### src/verilog/rtco_serial_map.vh
// Constant map for the one-bit serial host port of the real-time clock
`ifndef RTCO_SERIAL_MAP_VH
`define RTCO_SERIAL_MAP_VH

// Frame layout
`define RTCO_ADDR_BITS      4
`define RTCO_DATA_BITS      8
`define RTCO_CNT_W          4
`define RTCO_CNT_ADDR_LAST  4'h3
`define RTCO_CNT_DATA_LAST  4'hB

// Command codes in the address command space
`define RTCO_CMD_LOAD       4'hE
`define RTCO_CMD_SNAP       4'hF

// Data space locations
`define RTCO_LOC_STAT0      4'h0
`define RTCO_LOC_STAT1      4'h1
`define RTCO_LOC_TIME       4'h2
`define RTCO_LOC_LAST       4'h9
`define RTCO_LOC_COUNT      10
`define RTCO_BANK_COUNT     8
`define RTCO_LOCK_BIT       4

// Reset values and seconds counting (BCD)
`define RTCO_BYTE_ZERO      8'h00
`define RTCO_SYNC_IDLE      7'h07   // Pins at rest: select and strobes high, rest low
`define RTCO_SEC_MAX        8'h59
`define RTCO_BCD_UNIT_MAX   4'h9

// Write-notification FIFO
`define RTCO_FIFO_W         12
`define RTCO_FIFO_D         16
`define RTCO_FIFO_AW        4

// Sequencer states
`define RTCO_ST_ADDR        2'h0
`define RTCO_ST_DATA        2'h1
`define RTCO_ST_HOLD        2'h2

`endif

### src/verilog/rtco_serial_port.v
// One-bit serial host port with user byte space, command decode and notification FIFO
`timescale 1ns/1ps
`include "rtco_serial_map.vh"
// Functional notes
// (RL1) A cycle always opens with four address writes, one bit each.
// (RL2) Reads while waiting for the first address bit never start a cycle.
// (RL3) Address bits arrive least significant first, first write is bit zero.
// (RL4) The address picks one eight-bit byte of the user space.
// (RL5) Eight reads return the addressed byte from bit zero, cycle ends after bit seven.
// (RL6) Eight writes load the byte from bit zero, cycle ends on bit seven.
// (RL7) A command cycle has only the four address bits, no data phase.
// (RL8) The address is decoded as soon as the fourth bit is written.
// (RL9) Codes E and F end the cycle at once and run their command.
// (RL10) After a command the next write is the first address bit again.
// (RL11) The host decodes its address bus to make the active-low select.
// (RL12) Separate style: select plus read pulse or write pulse frames each bit.
// (RL13) Strobe style: strobe with direction and select, or strobe tied to select.
// (RL14) All bits travel on one two-way line, any line of the data bus.
// (RL15) A three-wire link with clock, data line and strobe carries the same protocol; the code also takes direction from writeN.
// (RL16) Timekeeping counters are hidden; only the user byte space is accessible.
// (RL17) Locations 0-1 status, 2-5 time, 6-9 date.
// (RL18) Code E loads counters from 2-9 and clears 1, unless lock bit 4 of 0 set.
// (RL19) Code F copies counters into 2-9; hosts do this before reading time.
// (RL20) After host reset the host does eight reads to resync the port.
// (RL21) A bit counter tracks phases, back to address start after bit seven or command.

module rtco_fifo #(
  parameter W  = `RTCO_FIFO_W,
  parameter D  = `RTCO_FIFO_D,
  parameter AW = `RTCO_FIFO_AW
) (
  // Clock and reset
  input  wire         mclk,
  input  wire         nrst,
  // Fill side
  input  wire         inValid,
  output wire         inReady,
  input  wire [W-1:0] inData,
  // Drain side
  output wire         outValid,
  input  wire         outReady,
  output wire [W-1:0] outData
);
  reg  [W-1:0] mem [0:D-1];
  reg  [AW-1:0] wrPtr;
  reg  [AW-1:0] rdPtr;
  reg  [AW:0]   fill;
  wire          doPush;
  wire          doPop;

  // Full and empty come straight from the fill count
  assign inReady  = (fill != D[AW:0]);
  assign outValid = (fill != {(AW+1){1'b0}});
  assign outData  = mem[rdPtr];
  assign doPush   = inValid & inReady;
  assign doPop    = outValid & outReady;

  // Storage is written without reset; only pointers and the fill count need a defined value
  always @(posedge mclk) begin
    if (doPush) begin
      mem[wrPtr] <= inData;
    end
  end

  // Pointer and count bookkeeping
  always @(posedge mclk) begin
    if (!nrst) begin
      wrPtr <= {AW{1'b0}};
      rdPtr <= {AW{1'b0}};
      fill  <= {(AW+1){1'b0}};
    end else begin
      if (doPush) begin
        wrPtr <= wrPtr + 1'b1;
      end
      if (doPop) begin
        rdPtr <= rdPtr + 1'b1;
      end
      if (doPush & !doPop) begin
        fill <= fill + 1'b1;
      end else if (doPop & !doPush) begin
        fill <= fill - 1'b1;
      end
    end
  end
endmodule

module rtco_serial_port (
  // Clock and reset
  input  wire        mclk,
  input  wire        nrst,
  // Style straps
  input  wire        strobeStyle,
  input  wire        serialMode,
  // Parallel bus pins
  input  wire        chipSelN,
  input  wire        readN,
  input  wire        writeN,
  // Three-wire link pins
  input  wire        serClk,
  input  wire        serStrobe,
  // Shared data line
  input  wire        ioIn,
  output reg         ioOut,
  output reg         ioOe,
  // Seconds tick from the crystal side
  input  wire        secTick,
  // Write notifications to user logic
  output wire        noteValid,
  input  wire        noteReady,
  output wire [11:0] noteData,
  // Command strobes for user logic
  output reg         loadDone,
  output reg         snapDone
);
  localparam ST_ADDR = `RTCO_ST_ADDR;
  localparam ST_DATA = `RTCO_ST_DATA;
  localparam ST_HOLD = `RTCO_ST_HOLD;

  // Two-stage synchronisers for every pin except the two style straps
  reg  [6:0] syncA;
  reg  [6:0] syncB;
  reg        accLive;
  reg        actPrev;
  reg        tickPrev;

  reg  [1:0] state;
  reg  [`RTCO_CNT_W-1:0] bitCnt;
  reg  [3:0] addr;
  reg  [7:0] shift;
  reg        accRead;
  reg        pushPend;
  reg  [7:0] ram  [0:`RTCO_LOC_COUNT-1];
  reg  [7:0] bank [0:`RTCO_BANK_COUNT-1];

  wire       fifoReady;

  // True for a location inside the user data space
  function locValid;
    input [3:0] a;
    begin
      locValid = (a <= `RTCO_LOC_LAST);
    end
  endfunction

  // Pins are asynchronous to mclk, so nothing reads them before two flops
  // Reset to the pins' idle levels; anything else fakes an edge at release
  always @(posedge mclk) begin
    if (!nrst) begin
      syncA <= `RTCO_SYNC_IDLE;
      syncB <= `RTCO_SYNC_IDLE;
    end else begin
      syncA <= {secTick, serStrobe, serClk, ioIn, writeN, readN, chipSelN};
      syncB <= syncA;
    end
  end

  // Synchronised pins, select and read turned active high
  wire       sCs   = !syncB[0];
  wire       sRd   = !syncB[1];
  wire       sWrN  = syncB[2];
  wire       sIo   = syncB[3];
  wire       sSck  = syncB[4];
  wire       sStb  = syncB[5];
  wire       sTick = syncB[6];

  // (RL12) separate pulses
  // (RL13) strobe with direction; a strobe tied to select behaves the same
  wire       busAct  = strobeStyle ? (sCs & sRd) : (sCs & (sRd | !sWrN));
  wire       busRead = strobeStyle ? sWrN : sRd;
  // (RL15) link of clock, strobe and data line, with writeN as a fourth wire for direction
  wire       act     = serialMode ? (sStb & sSck) : busAct;
  wire       dirRead = serialMode ? sWrN : busRead;

  // Edge history of the access window and the tick
  always @(posedge mclk) begin
    if (!nrst) begin
      actPrev  <= 1'b0;
      tickPrev <= 1'b0;
    end else begin
      actPrev  <= act;
      tickPrev <= sTick;
    end
  end

  // Accesses are ignored while a byte notification waits for FIFO room
  wire       accStart  = act & !actPrev & (state != ST_HOLD);
  wire       accEnd    = !act & actPrev & accLive;
  wire       tickPulse = sTick & !tickPrev;

  // (RL3) LSB first shifting of address and data
  wire [3:0] next_addr  = {sIo, addr[3:1]};
  wire [7:0] next_shift = {sIo, shift[7:1]};

  // (RL8) decode on the fourth address bit
  wire       lockSet  = ram[`RTCO_LOC_STAT0][`RTCO_LOCK_BIT];
  wire       addrDone = accEnd & !accRead & (state == ST_ADDR) & (bitCnt == `RTCO_CNT_ADDR_LAST);
  wire       doSnap   = addrDone & (next_addr == `RTCO_CMD_SNAP);
  // (RL18) load is blocked by the lock bit
  wire       doLoad   = addrDone & (next_addr == `RTCO_CMD_LOAD) & !lockSet;
  wire       byteDone = accEnd & !accRead & (state == ST_DATA) & (bitCnt == `RTCO_CNT_DATA_LAST);

  // Latch direction at the start of each access; a window opened in the stall never closes live
  always @(posedge mclk) begin
    if (!nrst) begin
      accRead <= 1'b0;
      accLive <= 1'b0;
    end else begin
      accLive <= accStart | (accLive & act);
      if (accStart) begin
        accRead <= dirRead;
      end
    end
  end

  // Phase sequencer
  always @(posedge mclk) begin
    if (!nrst) begin
      state    <= ST_ADDR;
      bitCnt   <= {`RTCO_CNT_W{1'b0}};
      addr     <= 4'h0;
      shift    <= `RTCO_BYTE_ZERO;
      pushPend <= 1'b0;
    end else begin
      case (state)
        ST_ADDR: begin
          // (RL1) only writes advance the address phase
          // (RL2) reads here are ignored
          if (accEnd & !accRead) begin
            addr <= next_addr;
            if (bitCnt == `RTCO_CNT_ADDR_LAST) begin
              // (RL9) command codes end the cycle
              // (RL7) no data phase after a command
              if (next_addr == `RTCO_CMD_LOAD || next_addr == `RTCO_CMD_SNAP) begin
                // (RL10) next write is address bit zero
                bitCnt <= {`RTCO_CNT_W{1'b0}};
              end else begin
                bitCnt <= bitCnt + 1'b1;
                state  <= ST_DATA;
              end
            end else begin
              bitCnt <= bitCnt + 1'b1;
            end
          end
        end
        ST_DATA: begin
          if (accEnd) begin
            if (!accRead) begin
              shift <= next_shift;
            end
            // (RL21) back to the address phase after the eighth bit
            if (bitCnt == `RTCO_CNT_DATA_LAST) begin
              bitCnt <= {`RTCO_CNT_W{1'b0}};
              if (!accRead && locValid(addr)) begin
                state    <= ST_HOLD;
                pushPend <= 1'b1;
              end else begin
                state <= ST_ADDR;
              end
            end else begin
              bitCnt <= bitCnt + 1'b1;
            end
          end
        end
        ST_HOLD: begin
          // Stall until the notification FIFO takes the byte
          if (fifoReady) begin
            pushPend <= 1'b0;
            state    <= ST_ADDR;
          end
        end
        default: begin
          state  <= ST_ADDR;
          bitCnt <= {`RTCO_CNT_W{1'b0}};
        end
      endcase
    end
  end

  // (RL5) read data bit from flops, driven only during a data-phase read
  // (RL14) single two-way line
  always @(posedge mclk) begin
    if (!nrst) begin
      ioOut <= 1'b0;
      ioOe  <= 1'b0;
    end else if (accStart) begin
      ioOut <= (locValid(addr) && state == ST_DATA) ? ram[addr][bitCnt - `RTCO_ADDR_BITS] : 1'b0;
      ioOe  <= dirRead & (state == ST_DATA);
    end else if (accEnd) begin
      ioOe <= 1'b0;
    end
  end

  // User byte space and hidden counter bank
  // (RL16) the bank has no path to the host except through commands
  // (RL17) status 0-1, time 2-5, date 6-9
  genvar i;
  generate
    for (i = 0; i < `RTCO_LOC_COUNT; i = i + 1) begin : gLoc
      always @(posedge mclk) begin
        if (!nrst) begin
          ram[i] <= `RTCO_BYTE_ZERO;
        end else if (byteDone && addr == i) begin
          // (RL6) commit the whole byte on bit seven
          // (RL4) address selects the byte
          ram[i] <= next_shift;
        end else if (i == `RTCO_LOC_STAT1 && doLoad) begin
          // (RL18) load clears the change flags
          ram[i] <= `RTCO_BYTE_ZERO;
        end else if (i == `RTCO_LOC_STAT1 && doSnap) begin
          // (RL19) change flags of each copied location
          ram[i] <= {bank[7] != ram[9], bank[6] != ram[8], bank[5] != ram[7],
                     bank[4] != ram[6], bank[3] != ram[5], bank[2] != ram[4],
                     bank[1] != ram[3], bank[0] != ram[2]};
        end else if (i >= `RTCO_LOC_TIME && doSnap) begin
          // (RL19) copy counters into the byte space
          ram[i] <= bank[i - `RTCO_LOC_TIME];
        end
      end
    end
    for (i = 0; i < `RTCO_BANK_COUNT; i = i + 1) begin : gBank
      always @(posedge mclk) begin
        if (!nrst) begin
          bank[i] <= `RTCO_BYTE_ZERO;
        end else if (doLoad) begin
          // (RL18) overwrite running counters
          bank[i] <= ram[i + `RTCO_LOC_TIME];
        end else if (i == 0 && tickPulse) begin
          // Only seconds count here; the calendar lives elsewhere
          if (bank[i] >= `RTCO_SEC_MAX) begin
            bank[i] <= `RTCO_BYTE_ZERO;
          end else if (bank[i][3:0] >= `RTCO_BCD_UNIT_MAX) begin
            bank[i] <= {bank[i][7:4] + 1'b1, 4'h0};
          end else begin
            bank[i] <= bank[i] + 1'b1;
          end
        end
      end
    end
  endgenerate

  // One-cycle command strobes for user logic
  always @(posedge mclk) begin
    if (!nrst) begin
      loadDone <= 1'b0;
      snapDone <= 1'b0;
    end else begin
      loadDone <= doLoad;
      snapDone <= doSnap;
    end
  end

  // Each byte written to locations 0-9 is announced as {address, data}
  rtco_fifo #(
    .W  (`RTCO_FIFO_W),
    .D  (`RTCO_FIFO_D),
    .AW (`RTCO_FIFO_AW)
  ) uNotes (
    .mclk     (mclk),
    .nrst     (nrst),
    .inValid  (pushPend),
    .inReady  (fifoReady),
    .inData   ({addr, ram[addr]}),
    .outValid (noteValid),
    .outReady (noteReady),
    .outData  (noteData)
  );
endmodule

### config.mk
export PLATFORM = sky130hd
export DESIGN_NAME = rtco_serial_port
export DESIGN_NICKNAME = d
export VERILOG_FILES = /design/src/verilog/rtco_serial_port.v
export VERILOG_INCLUDE_DIRS = /design/src /design/src/verilog
export SDC_FILE = /design/constraint.sdc
export NUM_CORES = 1
export LEC_CHECK = 0
export ABC_AREA = 1
export BUFFER_PORTS_ARGS = -buffer_cell sky130_fd_sc_hd__buf_2
export CELL_PAD_IN_SITES_DETAIL_PLACEMENT = 1
export CELL_PAD_IN_SITES_GLOBAL_PLACEMENT = 1
export CORE_MARGIN = 10
export CORE_UTILIZATION = 55
export DETAILED_ROUTE_END_ITERATION = 6
export PLACE_DENSITY = 0.81
export SLEW_MARGIN = 20
export SYNTH_ARGS = -nofsm -noshare
export SYNTH_HDL_FRONTEND = slang
export SYNTH_SLANG_ARGS = --single-unit
### constraint.sdc
create_clock -name mclk -period 7.6 [get_ports mclk]
set_input_delay 0.76 -clock mclk [delete_from_list [all_inputs] [get_ports mclk]]
set_output_delay 0.76 -clock mclk [all_outputs]
set_load 0.05 [all_outputs]
==> results of run 1 <==
flip-flops by register name, summed over array words and instances (netlist names), 2 cells and up, named ones only:
name and cells:
uNotes.mem 192, ram 80, bank 64, shift 7, syncA 7, syncB 7
uNotes.fill 5, addr 4, bitCnt 4, uNotes.rdPtr 4, uNotes.wrPtr 4, state 2
cell usage in the layout (no fill, tap or decap), drive strengths merged:
cell	netlist	routed
a31oi	1	1
nand2	277	277
edfxtp	336	336
o22ai	40	40
ha	15	15
or2	8	8
a21oi	90	90
nor4	11	11
clkinv	6	17
o21ai	130	130
clkbuf	53	58
nand4	22	22
xor2	13	13
xnor2	23	23
nor2	133	133
o21a	1	1
and3	1	1
fa	1	1
nand3	101	101
inv	218	220
nor3	10	10
a21o	1	1
dfxtp	61	61
bufinv	0	6
mux2i	48	48
a211oi	4	4
buf	20	47
o211ai	54	54
o31a	1	1
per-layer routing:
layer | GRT usage [%] | vias up
li1 | - | 5850
met1 | 30.2 | 6470
met2 | 47.8 | 375
met3 | 4.15 | 113
met4 | 10.1 | 0
met5 | 0 | -
cells by family after synthesis:
kind of cell	share of synthesized area, %
AND/OR/NAND/NOR	14.1
adder cells (fa/ha/maj)	1.17
buffers and inverters	6.43
multiplexers	2.70
AO/OA/AOI/OAI	10.2
XOR/XNOR	1.77
flip-flops	63.6
area by class of cell:
type,count,share of cell area [%]
flip-flops and latches,397,57.2
multi-input cells,985,27.1
clock buffers,58,6.02
inverters,224,4.25
well taps,402,2.54
clock inverters,19,1.44
repair buffers,47,1.43
critical path, stage by stage, from the launching register on:
cell and delay (ns):
sky130_fd_sc_hd__dfxtp_4 1.01, sky130_fd_sc_hd__buf_4 0.68, sky130_fd_sc_hd__a21oi_1 0.17, sky130_fd_sc_hd__o21ai_0 0.12, sky130_fd_sc_hd__o21ai_0 0.13, sky130_fd_sc_hd__o211ai_1 0.28, sky130_fd_sc_hd__nand2_1 0.12, sky130_fd_sc_hd__buf_2 0.23
per-stage QoR:
| step | power [uW] | instance area [sq um] | hold slack (ns) |
|---|---|---|---|
| 4_1_cts | 5650 | 19800 | 0.364 |
| 2_1_floorplan | 3210 | 17800 | 0.390 |
| 5_1_grt | 5840 | 19800 | 0.359 |
| 3_3_place_gp | 3420 | 18300 | 0.394 |
| 6_report | 5630 | 19800 | 0.371 |
| 3_5_place_dp | 3470 | 18300 | 0.403 |
where the power goes:
group          leakage [uW]  internal [uW]  switching (uW)
sequential          0.00361           2430             102
clock              0.000725           1310             882
combinational       0.00301            276             632
final timing paths:
check	from	to	depth (start not counted)
worst max-delay path	flip-flop	noteData[8]	7
worst min-delay path	writeN	syncA[2]$_SDFF_PN1_	2
worst max register to register	addr[2]$_SDFFE_PN0N_	ram[1][6]$_DFFE_PP_	9
worst min register to register	syncA[4]$_SDFF_PN0_	syncB[4]$_SDFF_PN0_	2
==> impl_summary.txt, run 1 <==
----------------------------------------------------
[Die]
  Initial Util ... 56.1%
  Count of pins on the block boundary ... 29
  Chip Width ... 200 um
  Number of placement rows ... 65
  DIE HEIGHT ... 200 um
  Core box area ... between 30000 and 40000 sq um
  Floorplan die area ... 39900 sq um

[Power]
  Power density of the placed cells ... 285 nW/um^2
  Leakage power summed over all cells ... approximately 0.0073 uW
  Maximum vdd ir drop ... 0.000176 V

[Timing]
  Max-slew violation count ... 0
  Setup repair after global routing missed its margin ... false
  Headroom to the max-slew limit ... between 20% and 30%
  Crit share post-route ... roughly 54%
  Final total negative setup slack ... 0 ns
  Clock skew ... 0.0336 ns
  Highest clock rate ... approximately 0.24 GHz
  Shortest clock period the worst path allows after layout ... 4.11 ns
  Final hold viol count ... 0
  Number of failing setup endpoints in the final timing report ... 0
  Worst-margin pin slew ... 1.16 ns
  Setup WS post-layout ... 3.49 ns

[CTS]
  Total CTS buffers ... 42
  Number of setup buffers added after CTS ... 0
  Post-CTS resize count ... 0
  H-tree lvl count ... 2
  Insertion delay to the later sink of the worst-skew pair ... around 0.57 ns
  Number of hold buffers added after cts ... 0
  Clock-pin slew of the registers on the worst-case setup and hold paths ... about 0.06 ns
  Sink count of the clock tree ... 397
  Master cell of the clock root buffer ... sky130_fd_sc_hd__clkbuf_16
  Number of buffers between clock root and the deepest sink ... 3
  CTS tree ... built

[Final layout]
  Final core utilization ... 62.4%
  Area growth syn-to-layout ... 11.2%
  Area of combinational cells with multiple inputs ... 5360 sq um
  Share of final-layout standard cells stronger than drive strength 1 ... between 9 and 10%
  Net count of the finished layout ... 1725
  Ant. Diodes ... 0
  Non-filler instance count after layout ... between 2000 and 2500
  Reg area ... 11300 sq um
  Final-layout fill cell count ... ~3400

[Global route]
  Gr ovfl total ... 0
  Via count of the first global-routing pass ... 13831
  Largest net degree at the start of global routing ... roughly 90
  Number of antenna violations at the first check in global routing ... 0
  First-pass GRT wire length ... 79.6 mm
  Global routing usage summed across all routing layers ... a little over a quarter

[Synth]
  Count of mapped cells out of synthesis ... 1679
  Yosys warning count ... 0
  Portion of synthesized cell area occupied by the leading cell type ... a little under three fifths
  Largest cells by area after synthesis ... sky130_fd_sc_hd__edfxtp_1, sky130_fd_sc_hd__dfxtp_1, sky130_fd_sc_hd__nand2_1, sky130_fd_sc_hd__inv_1, sky130_fd_sc_hd__o21ai_0
  Post-Syn Nets ... about 1700
  Synth unique cells ... 39
  Fraction of registers with async set or reset after synthesis ... 0%
  Most instantiated library cell after synthesis ... sky130_fd_sc_hd__edfxtp_1
  Most instantiated cells after synthesis ... sky130_fd_sc_hd__edfxtp_1, sky130_fd_sc_hd__nand2_1, sky130_fd_sc_hd__inv_1
  Library cell occupying the most area in the post-synthesis netlist ... sky130_fd_sc_hd__edfxtp_1
  Mapped Area ... between 15000 and 20000 sq um
  Mapped Avg Cell Area ... 10.6 sq um
  Register bit count reported by yosys ... slightly below 400
  Main flop type after synthesis ... sky130_fd_sc_hd__edfxtp_1
  EDFF count, synth ... between 300 and 400
  Sequential-to-total area share from yosys stat ... 63.6%

[Drt]
  Starting DRC count in detailed routing ... 928
  Detail Route met2 WL ... 27.3 mm
  Routed via count divided by cell count ... 6.01
  Top layer in use ... met4
  Number of antenna-violating nets in the routed design ... 0
  Total iterations of the first detailed-routing run ... 5
  Met3 WL post-DR ... 2.50 mm
  Residual DRC count ... 0
  Total via count in the routed design ... 12808
  Post-DR wirelength/cell ... 24.2 um
  Post-Route WL ... slightly above 50 mm
  Met1 WL ... 20.1 mm

[Placed design]
  Place WS ... 3.31 ns
  Number of buffer cells added on primary ports ... 28
  Final weighted congestion in routability-driven placement ... 0.858
  Number of placed instances with taps included ... 2055
  Detail Placement HPWL ... 32.1 mm

[Setup path]
  Crit path capture type ... output pin
  Data required time of the worst path ... 6.84 ns
  FF-to-FF setup slack ... 3.63 ns
  Worst-path fanout max ... 88
  Startpoint Class ... flip-flop
  Critical path arrival ... between 3 and 4 ns
  Crit Path Class ... reg2out

[Flow run]
  Max Cap Violations ... 0

[Hold path]
  Path class of the lowest-slack min-delay path ... in2reg

[Outcome]
  Status ... completed

----------------------------------------------------
Power figures use the tool's default switching activity.
==> run 2: changes to the inputs <==
- CORE_UTILIZATION: 55 -> 51
- PLACE_DENSITY: 0.81 -> 0.76
- clock period: 7.6 -> 4.2 ns (I/O delays scaled with it)
==> impl_summary.txt, run 2 (same netlist as run 1, synthesis figures left out) <==
----------------------------------------------------
[Final layout]
  Most frequent cells in the layout ... sky130_fd_sc_hd__edfxtp_1, sky130_fd_sc_hd__nand2_1, sky130_fd_sc_hd__inv_1, sky130_fd_sc_hd__o21ai_0, sky130_fd_sc_hd__nor2_1
  Most frequent standard cell in the layout excluding fill and tap cells ... sky130_fd_sc_hd__edfxtp_1
  Largest register FFs ... 192 (unchanged)
  Share of final-layout standard cells stronger than drive strength 1 ... 8.99% (-0.090 points)
  Net count of the finished layout ... 1723 (-0.12%)
  Biggest register ... uNotes.mem
  Area growth syn-to-layout ... 10.9%
  Ant. Diodes ... 0 (unchanged)
  Largest registers ranked by flip-flop count ... uNotes.mem: 192 flops, ram: 80 flops, bank: 64 flops

[Setup path]
  Crit-path cells ... inv_1 > nor3_4 > nand2_1 > nor3_2 > nand2_1 > nand2_2 > inv_1 > nand3_1
  Startpoint Class ... flip-flop
  Critical path arrival ... 3.33 ns (-0.02 ns)
  Capture point of the worst reg-to-reg path ... ram[1][0]$_DFFE_PP_
  Data required time of the worst path ... 4.38 ns (-2.46 ns)
  Slowest stage delay, CP ... 0.80 ns (-0.21 ns)
  Number of cells on the worst reg-to-reg path ... 8 (-1)
  Worst-path fanout max ... 23 (-74%)
  FF-to-FF setup slack ... 1.06 ns (-2.57 ns)
  Crit path capture type ... flip-flop
  Cell at the slowest stage of the critical path ... sky130_fd_sc_hd__dfxtp_1
  Crit Path Class ... reg2reg
  Source of the worst register-to-register timing path ... addr[2]$_SDFFE_PN0N_

[Power]
  Switch share ... 28.9% (+0.20 points)
  Power density of the placed cells ... 498 nW/um^2 (+75%)
  Power share of the sequential group ... 46.1% (+1.2 points)
  Maximum vdd ir drop ... 0.000357 V (+100%)
  Combinational share of power ... 17.2% (+1.1 points)
  Leakage power summed over all cells ... 0.00727 uW (-0.95%)
  Clock group share of total power ... 36.7% (-2.2 points)
  NetSw ... 2840 uW (+76%)
  Total internal power ... 6990 uW (+74%)

[CTS]
  Clock-pin slew of the registers on the worst-case setup and hold paths ... 0.06 ns (about the same)
  Number of buffers between clock root and the deepest sink ... 3 (unchanged)
  Number of setup buffers added after CTS ... 0 (unchanged)
  Master cell of the clock root buffer ... sky130_fd_sc_hd__clkbuf_16
  CTS tree ... built
  Insertion delay to the later sink of the worst-skew pair ... 0.55 ns (-0.02 ns)
  H-tree lvl count ... 2 (unchanged)
  Total CTS buffers ... 42 (unchanged)
  Sink count of the clock tree ... 397 (unchanged)
  Number of hold buffers added after cts ... 0 (unchanged)
  Post-CTS resize count ... 0 (unchanged)

[Drt]
  Post-DR wirelength/cell ... 22.8 um (-6.1%)
  Number of antenna-violating nets in the routed design ... 0 (unchanged)
  Routed via count divided by cell count ... 5.70 (-5.2%)
  Post-Route WL ... 49.6 mm (-4.0%)
  Residual DRC count ... 0 (unchanged)
  Starting DRC count in detailed routing ... 851 (-8.3%)
  Total via count in the routed design ... 12418 (-3.0%)
  Total iterations of the first detailed-routing run ... 5 (unchanged)

[Placed design]
  Final weighted congestion in routability-driven placement ... 0.854 (-0.43%)
  Detail Placement HPWL ... 31.9 mm (-0.63%)
  Number of buffer cells added on primary ports ... 28 (unchanged)

[Timing]
  Number of failing setup endpoints in the final timing report ... 0 (unchanged)
  Max-slew violation count ... 0 (unchanged)
  Clock skew ... 0.0205 ns (-0.0130 ns)
  Crit share post-route ... roughly 75%
  Highest clock rate ... 0.318 GHz
  Headroom to the max-slew limit ... 25.0% (+2.6 points)
  Setup repair after global routing missed its margin ... false
  Final hold viol count ... 0 (unchanged)
  Worst-margin pin slew ... 1.12 ns (-0.0392 ns)
  Shortest clock period the worst path allows after layout ... ~3.1 ns
  Post-Route Hold Slack ... 0.0691 ns (-0.302 ns)
  Final total negative setup slack ... 0 ns (unchanged)

[Hold path]
  Worst Hold Launch ... serClk
  Count of cells along the worst hold path ... 3 (+1)
  Hold endpoint ... syncA[4]$_SDFF_PN0_
  Path class of the lowest-slack min-delay path ... in2reg

[Global route]
  Global routing usage summed across all routing layers ... 23.4% (-2.7 points)
  Via count of the first global-routing pass ... 13202 (-4.5%)
  Largest net degree at the start of global routing ... 70 (-21%)
  First-pass GRT wire length ... 77.2 mm (-3.0%)
  Number of antenna violations at the first check in global routing ... 0 (unchanged)
  Gr ovfl total ... 0 (unchanged)

[Die]
  Floorplan die area ... 42800 sq um (+7.0%)
  DIE HEIGHT ... 207 um (+3.5%)
  Number of placement rows ... 68 (+4.6%)
  Chip Width ... 207 um (+3.5%)
  Initial Util ... 51.6% (-4.5 points)
  Count of pins on the block boundary ... 29 (unchanged)
  Core box area ... 34500 sq um (+8.6%)

[Outcome]
  Status ... completed

[Flow run]
  Max Cap Violations ... 0 (unchanged)

----------------------------------------------------
run 2: how the worst max path moves through the flow:
stage	to	slack, ns	startpoint	depth (start not counted)
floorplan	ram[1][0]$_DFFE_PP_	0.81	addr[2]$_SDFFE_PN0N_	8
global placement	ram[1][3]$_DFFE_PP_	1.16	addr[2]$_SDFFE_PN0N_	8
detailed placement	ram[1][7]$_DFFE_PP_	1.03	addr[2]$_SDFFE_PN0N_	8
CTS	ram[1][0]$_DFFE_PP_	1.03	addr[2]$_SDFFE_PN0N_	8
global route	ram[1][0]$_DFFE_PP_	0.75	addr[2]$_SDFFE_PN0N_	8
finish	ram[1][0]$_DFFE_PP_	1.06	addr[2]$_SDFFE_PN0N_	8
run 2: metrics by stage:
| stage | setup slack (ns) | utilization (%) | instance area [sq um] | instances | total power (uW) |
|---|---|---|---|---|---|
| floorplan | 0.811 | - | 17800 | 1679 | 5820 |
| global placement | 1.16 | 53.4 | 18400 | 2106 | 6210 |
| detailed placement | 1.03 | 53.4 | 18400 | 2106 | 6300 |
| CTS | 1.03 | 57.2 | 19700 | 2180 | 9880 |
| global route | 0.753 | 57.2 | 19700 | 2180 | 10200 |
| finish | 1.06 | 57.2 | 19700 | 2180 | 9830 |
run 2: critical path, delay by kind of cell, from the launching register on:
kind                   cells  cell delay (ns)
AND/OR/NAND/NOR            6             1.53
buffers and inverters      2             0.46
flip-flops                 1             0.80
run 2: final cells by class:
cell class / instances / area, sq um
tap: 455 / 569
clock inverter: 19 / 141
multi-input combinational: 985 / 5380
timing repair buffer: 45 / 305
sequential: 397 / 11300
fill: 3699 / 14700
inverter: 224 / 841
clock buffer: 55 / 1170
run 2: power groups by stage:
| stage | Clock, uW | Combinational [uW] | Sequential, uW |
|---|---|---|---|
| finish | 3610 | 1690 | 4530 |
| global route | 3820 | 1880 | 4550 |
| CTS | 3640 | 1710 | 4530 |
| detailed placement | 0 | 1680 | 4610 |
| global placement | 0 | 1610 | 4600 |
| floorplan | 0 | 1280 | 4540 |
run 2: routing by layer:
metal,track usage [%],share of wire (%)
met1,27.5,40
met2,43.8,54
met3,2.82,3.4
met4,6.88,2.5
met5,0,0
==> run 3: changes to the inputs <==
- CORE_UTILIZATION: 51 -> 46
- PLACE_DENSITY: 0.76 -> 0.72
- clock period: 4.2 -> 2.72 ns (I/O delays scaled with it)
==> impl_summary.txt, run 3 (same netlist as run 1, synthesis figures left out) <==
----------------------------------------------------
[Final layout]
  Net count of the finished layout ... 1765 (+2.4%)
  Ant. Diodes ... 0 (unchanged)
  Area growth syn-to-layout ... 13.8%
  Largest register FFs ... 192 (unchanged)
  Most frequent standard cell in the layout excluding fill and tap cells ... sky130_fd_sc_hd__edfxtp_1
  Final-layout fill cell count ... 4080 (+10%)
  Area of combinational cells with multiple inputs ... 5370 sq um (-0.19%)
  Largest registers ranked by flip-flop count ... uNotes.mem: 192 flops, ram: 80 flops, bank: 64 flops
  Reg area ... 11300 sq um (unchanged)
  Most frequent cells in the layout ... sky130_fd_sc_hd__edfxtp_1, sky130_fd_sc_hd__nand2_1, sky130_fd_sc_hd__inv_1, sky130_fd_sc_hd__o21ai_0, sky130_fd_sc_hd__nor2_1
  Share of final-layout standard cells stronger than drive strength 1 ... 10.4% (+1.4 points)
  Biggest register ... uNotes.mem

[Setup path]
  Data required time of the worst path ... 3.17 ns (-1.21 ns)
  Cell at the slowest stage of the critical path ... sky130_fd_sc_hd__fa_1
  Kind of cell adding the most delay to the critical path ... simple AND/OR/NAND/NOR gates
  Source of the worst register-to-register timing path ... uNotes.fill[0]$_SDFFE_PN0P_
  Crit Path Class ... reg2reg
  Crit-path cells ... nor4_4 > nand2_1 > nand2_1 > ha_1 > inv_2 > fa_1 > a21o_1 > a21oi_1 > nor2_1 > nor2_1 > nand2_1 > o21ai_0 > a21oi_1
  Crit. Startpoint ... uNotes.fill[0]$_SDFFE_PN0P_
  Worst-path fanout max ... 4 (-83%)
  Crit path capture type ... flip-flop
  Startpoint Class ... flip-flop
  Cell repeated most along the worst path ... sky130_fd_sc_hd__nand2_1
  Critical path arrival ... 3.01 ns (-0.32 ns)
  Buffers and inverters on the worst path ... 1 (-1)
  Slowest stage delay, CP ... 0.41 ns (-0.39 ns)

[Global route]
  First-pass GRT wire length ... 75.3 mm (-2.5%)
  M2 GR Usage ... 37.6% (-6.2 points)
  Global routing usage summed across all routing layers ... 20.5% (-3.0 points)
  Largest net degree at the start of global routing ... 51 (-27%)
  Gr ovfl total ... 0 (unchanged)
  GR peak layer ... met2
  Number of antenna violations at the first check in global routing ... 0 (unchanged)
  Via count of the first global-routing pass ... 13385 (+1.4%)
  Met1 Usage GRT ... 24.4% (-3.2 points)
  Met3 track demand over resource in global routing ... 2.44% (-0.39 points)

[Die]
  Count of pins on the block boundary ... 29 (unchanged)
  DIE HEIGHT ... 217 um (+4.8%)
  Number of placement rows ... 71 (+4.4%)
  Chip Width ... 217 um (+4.8%)
  Initial Util ... 46.9% (-4.7 points)
  Core box area ... 37900 sq um (+10%)
  Floorplan die area ... 46900 sq um (+9.8%)

[Placed design]
  Detail Placement HPWL ... 31.7 mm (-0.61%)
  Final weighted congestion in routability-driven placement ... 0.828 (-3.1%)
  Number of buffer cells added on primary ports ... 28 (unchanged)
  Place WS ... 0.0154 ns (-1.01 ns)

[Timing]
  Final hold viol count ... 0 (unchanged)
  Worst-margin pin slew ... 0.804 ns (-0.319 ns)
  Crit share post-route ... 94.1% (+19 points)
  Highest clock rate ... 0.391 GHz (+23%)
  Setup WS post-layout ... 0.160 ns (-0.896 ns)
  Headroom to the max-slew limit ... 46.2% (+21 points)
  Final total negative setup slack ... 0 ns (unchanged)
  Shortest clock period the worst path allows after layout ... 2.56 ns (-0.584 ns)
  Max-slew violation count ... 0 (unchanged)
  Clock skew ... 0.0124 ns (-0.00813 ns)
  Number of failing setup endpoints in the final timing report ... 0 (unchanged)

[Hold path]
  Path class of the lowest-slack min-delay path ... in2reg
  Worst Hold Launch ... nrst

[CTS]
  Clock-pin slew of the registers on the worst-case setup and hold paths ... 0.06 ns (about the same)
  H-tree lvl count ... 2 (unchanged)
  Number of buffers between clock root and the deepest sink ... 3 (unchanged)
  Master cell of the clock root buffer ... sky130_fd_sc_hd__clkbuf_16
  CTS tree ... built
  Sink count of the clock tree ... 397 (unchanged)
  Insertion delay to the later sink of the worst-skew pair ... 0.56 ns (about the same)
  Total CTS buffers ... 43 (+2.4%)

[Power]
  Maximum vdd ir drop ... 0.000420 V (+17%)
  Leakage power summed over all cells ... 0.00754 uW (+3.7%)
  Power density of the placed cells ... 762 nW/um^2 (+53%)

[Drt]
  Post-Route WL ... 48.6 mm (-2.0%)
  Total iterations of the first detailed-routing run ... 5 (unchanged)
  Starting DRC count in detailed routing ... 834 (-2.0%)
  Number of antenna-violating nets in the routed design ... 0 (unchanged)
  Routed via count divided by cell count ... 5.51 (-3.3%)
  Post-DR wirelength/cell ... 21.4 um (-6.2%)
  Residual DRC count ... 0 (unchanged)
  Total via count in the routed design ... 12546 (+1.0%)

[Outcome]
  Status ... completed

[Flow run]
  Max Cap Violations ... 0 (unchanged)

----------------------------------------------------
[run 3: tightest hold or removal path: cells and delay by family]
| family | cells | cell delay (ns) |
|---|---|---|
| buffers and inverters | 2 | 0.27 |
| AND/OR/NAND/NOR | 1 | 0.11 |
[run 3: final cells by class]
type	instances	share of cell area, %
sequential	397	55.9
multi-input combinational	985	26.5
clock buffer	59	6.13
inverter	224	4.17
timing repair buffer	86	3.52
tap	511	3.16
clock inverter	16	0.587
[run 3: layer usage]
metal | wire, um | part of all wire (%)
met1 | 19900 | 41
met2 | 25500 | 53
met3 | 1940 | 4.0
met4 | 1300 | 2.7
met5 | 0 | 0
[run 3: worst paths after layout]
path	slack, ns	to	cells after the start
worst max-delay path	0.16	uNotes.fill[4]$_SDFFE_PN0P_	13
worst min-delay path	0.14	syncB[4]$_SDFF_PN0_	3
worst min register to register	0.42	syncB[1]$_SDFF_PN1_	1
worst max register to register	0.16	uNotes.fill[4]$_SDFFE_PN0P_	13
[run 3: timing repair]
| item | CTS | global route |
|---|---|---|
| hold endpoints to repair | 7 | 0 |
| hold buffers | 7 | 0 |
| gates resized for setup | 0 | 6 |
| setup buffers | 0 | 3 |
| setup endpoints to repair | 0 | 9 |
[run 3: power by group]
| group | switching [uW] | total [uW] | internal, uW | leakage, uW |
|---|---|---|---|---|
| Clock | 2400 | 5680 | 3280 | 0.000673 |
| Combinational | 1860 | 2750 | 892 | 0.00326 |
| Sequential | 196 | 6980 | 6780 | 0.00361 |
[run 3: through the flow]
| stage | instance area, sq um | hold WS [ns] | utilization, % | power, uW | instances |
|---|---|---|---|---|---|
| 2_1_floorplan | 17800 | 0.370 | - | 8980 | 1679 |
| 3_3_place_gp | 18800 | 0.397 | 49.4 | 9680 | 2193 |
| 3_5_place_dp | 18800 | 0.406 | 49.4 | 9790 | 2193 |
| 4_1_cts | 20200 | 0.118 | 53.2 | 15500 | 2275 |
| 5_1_grt | 20200 | 0.167 | 53.4 | 16100 | 2278 |
| 6_report | 20200 | 0.141 | 53.4 | 15400 | 2278 |
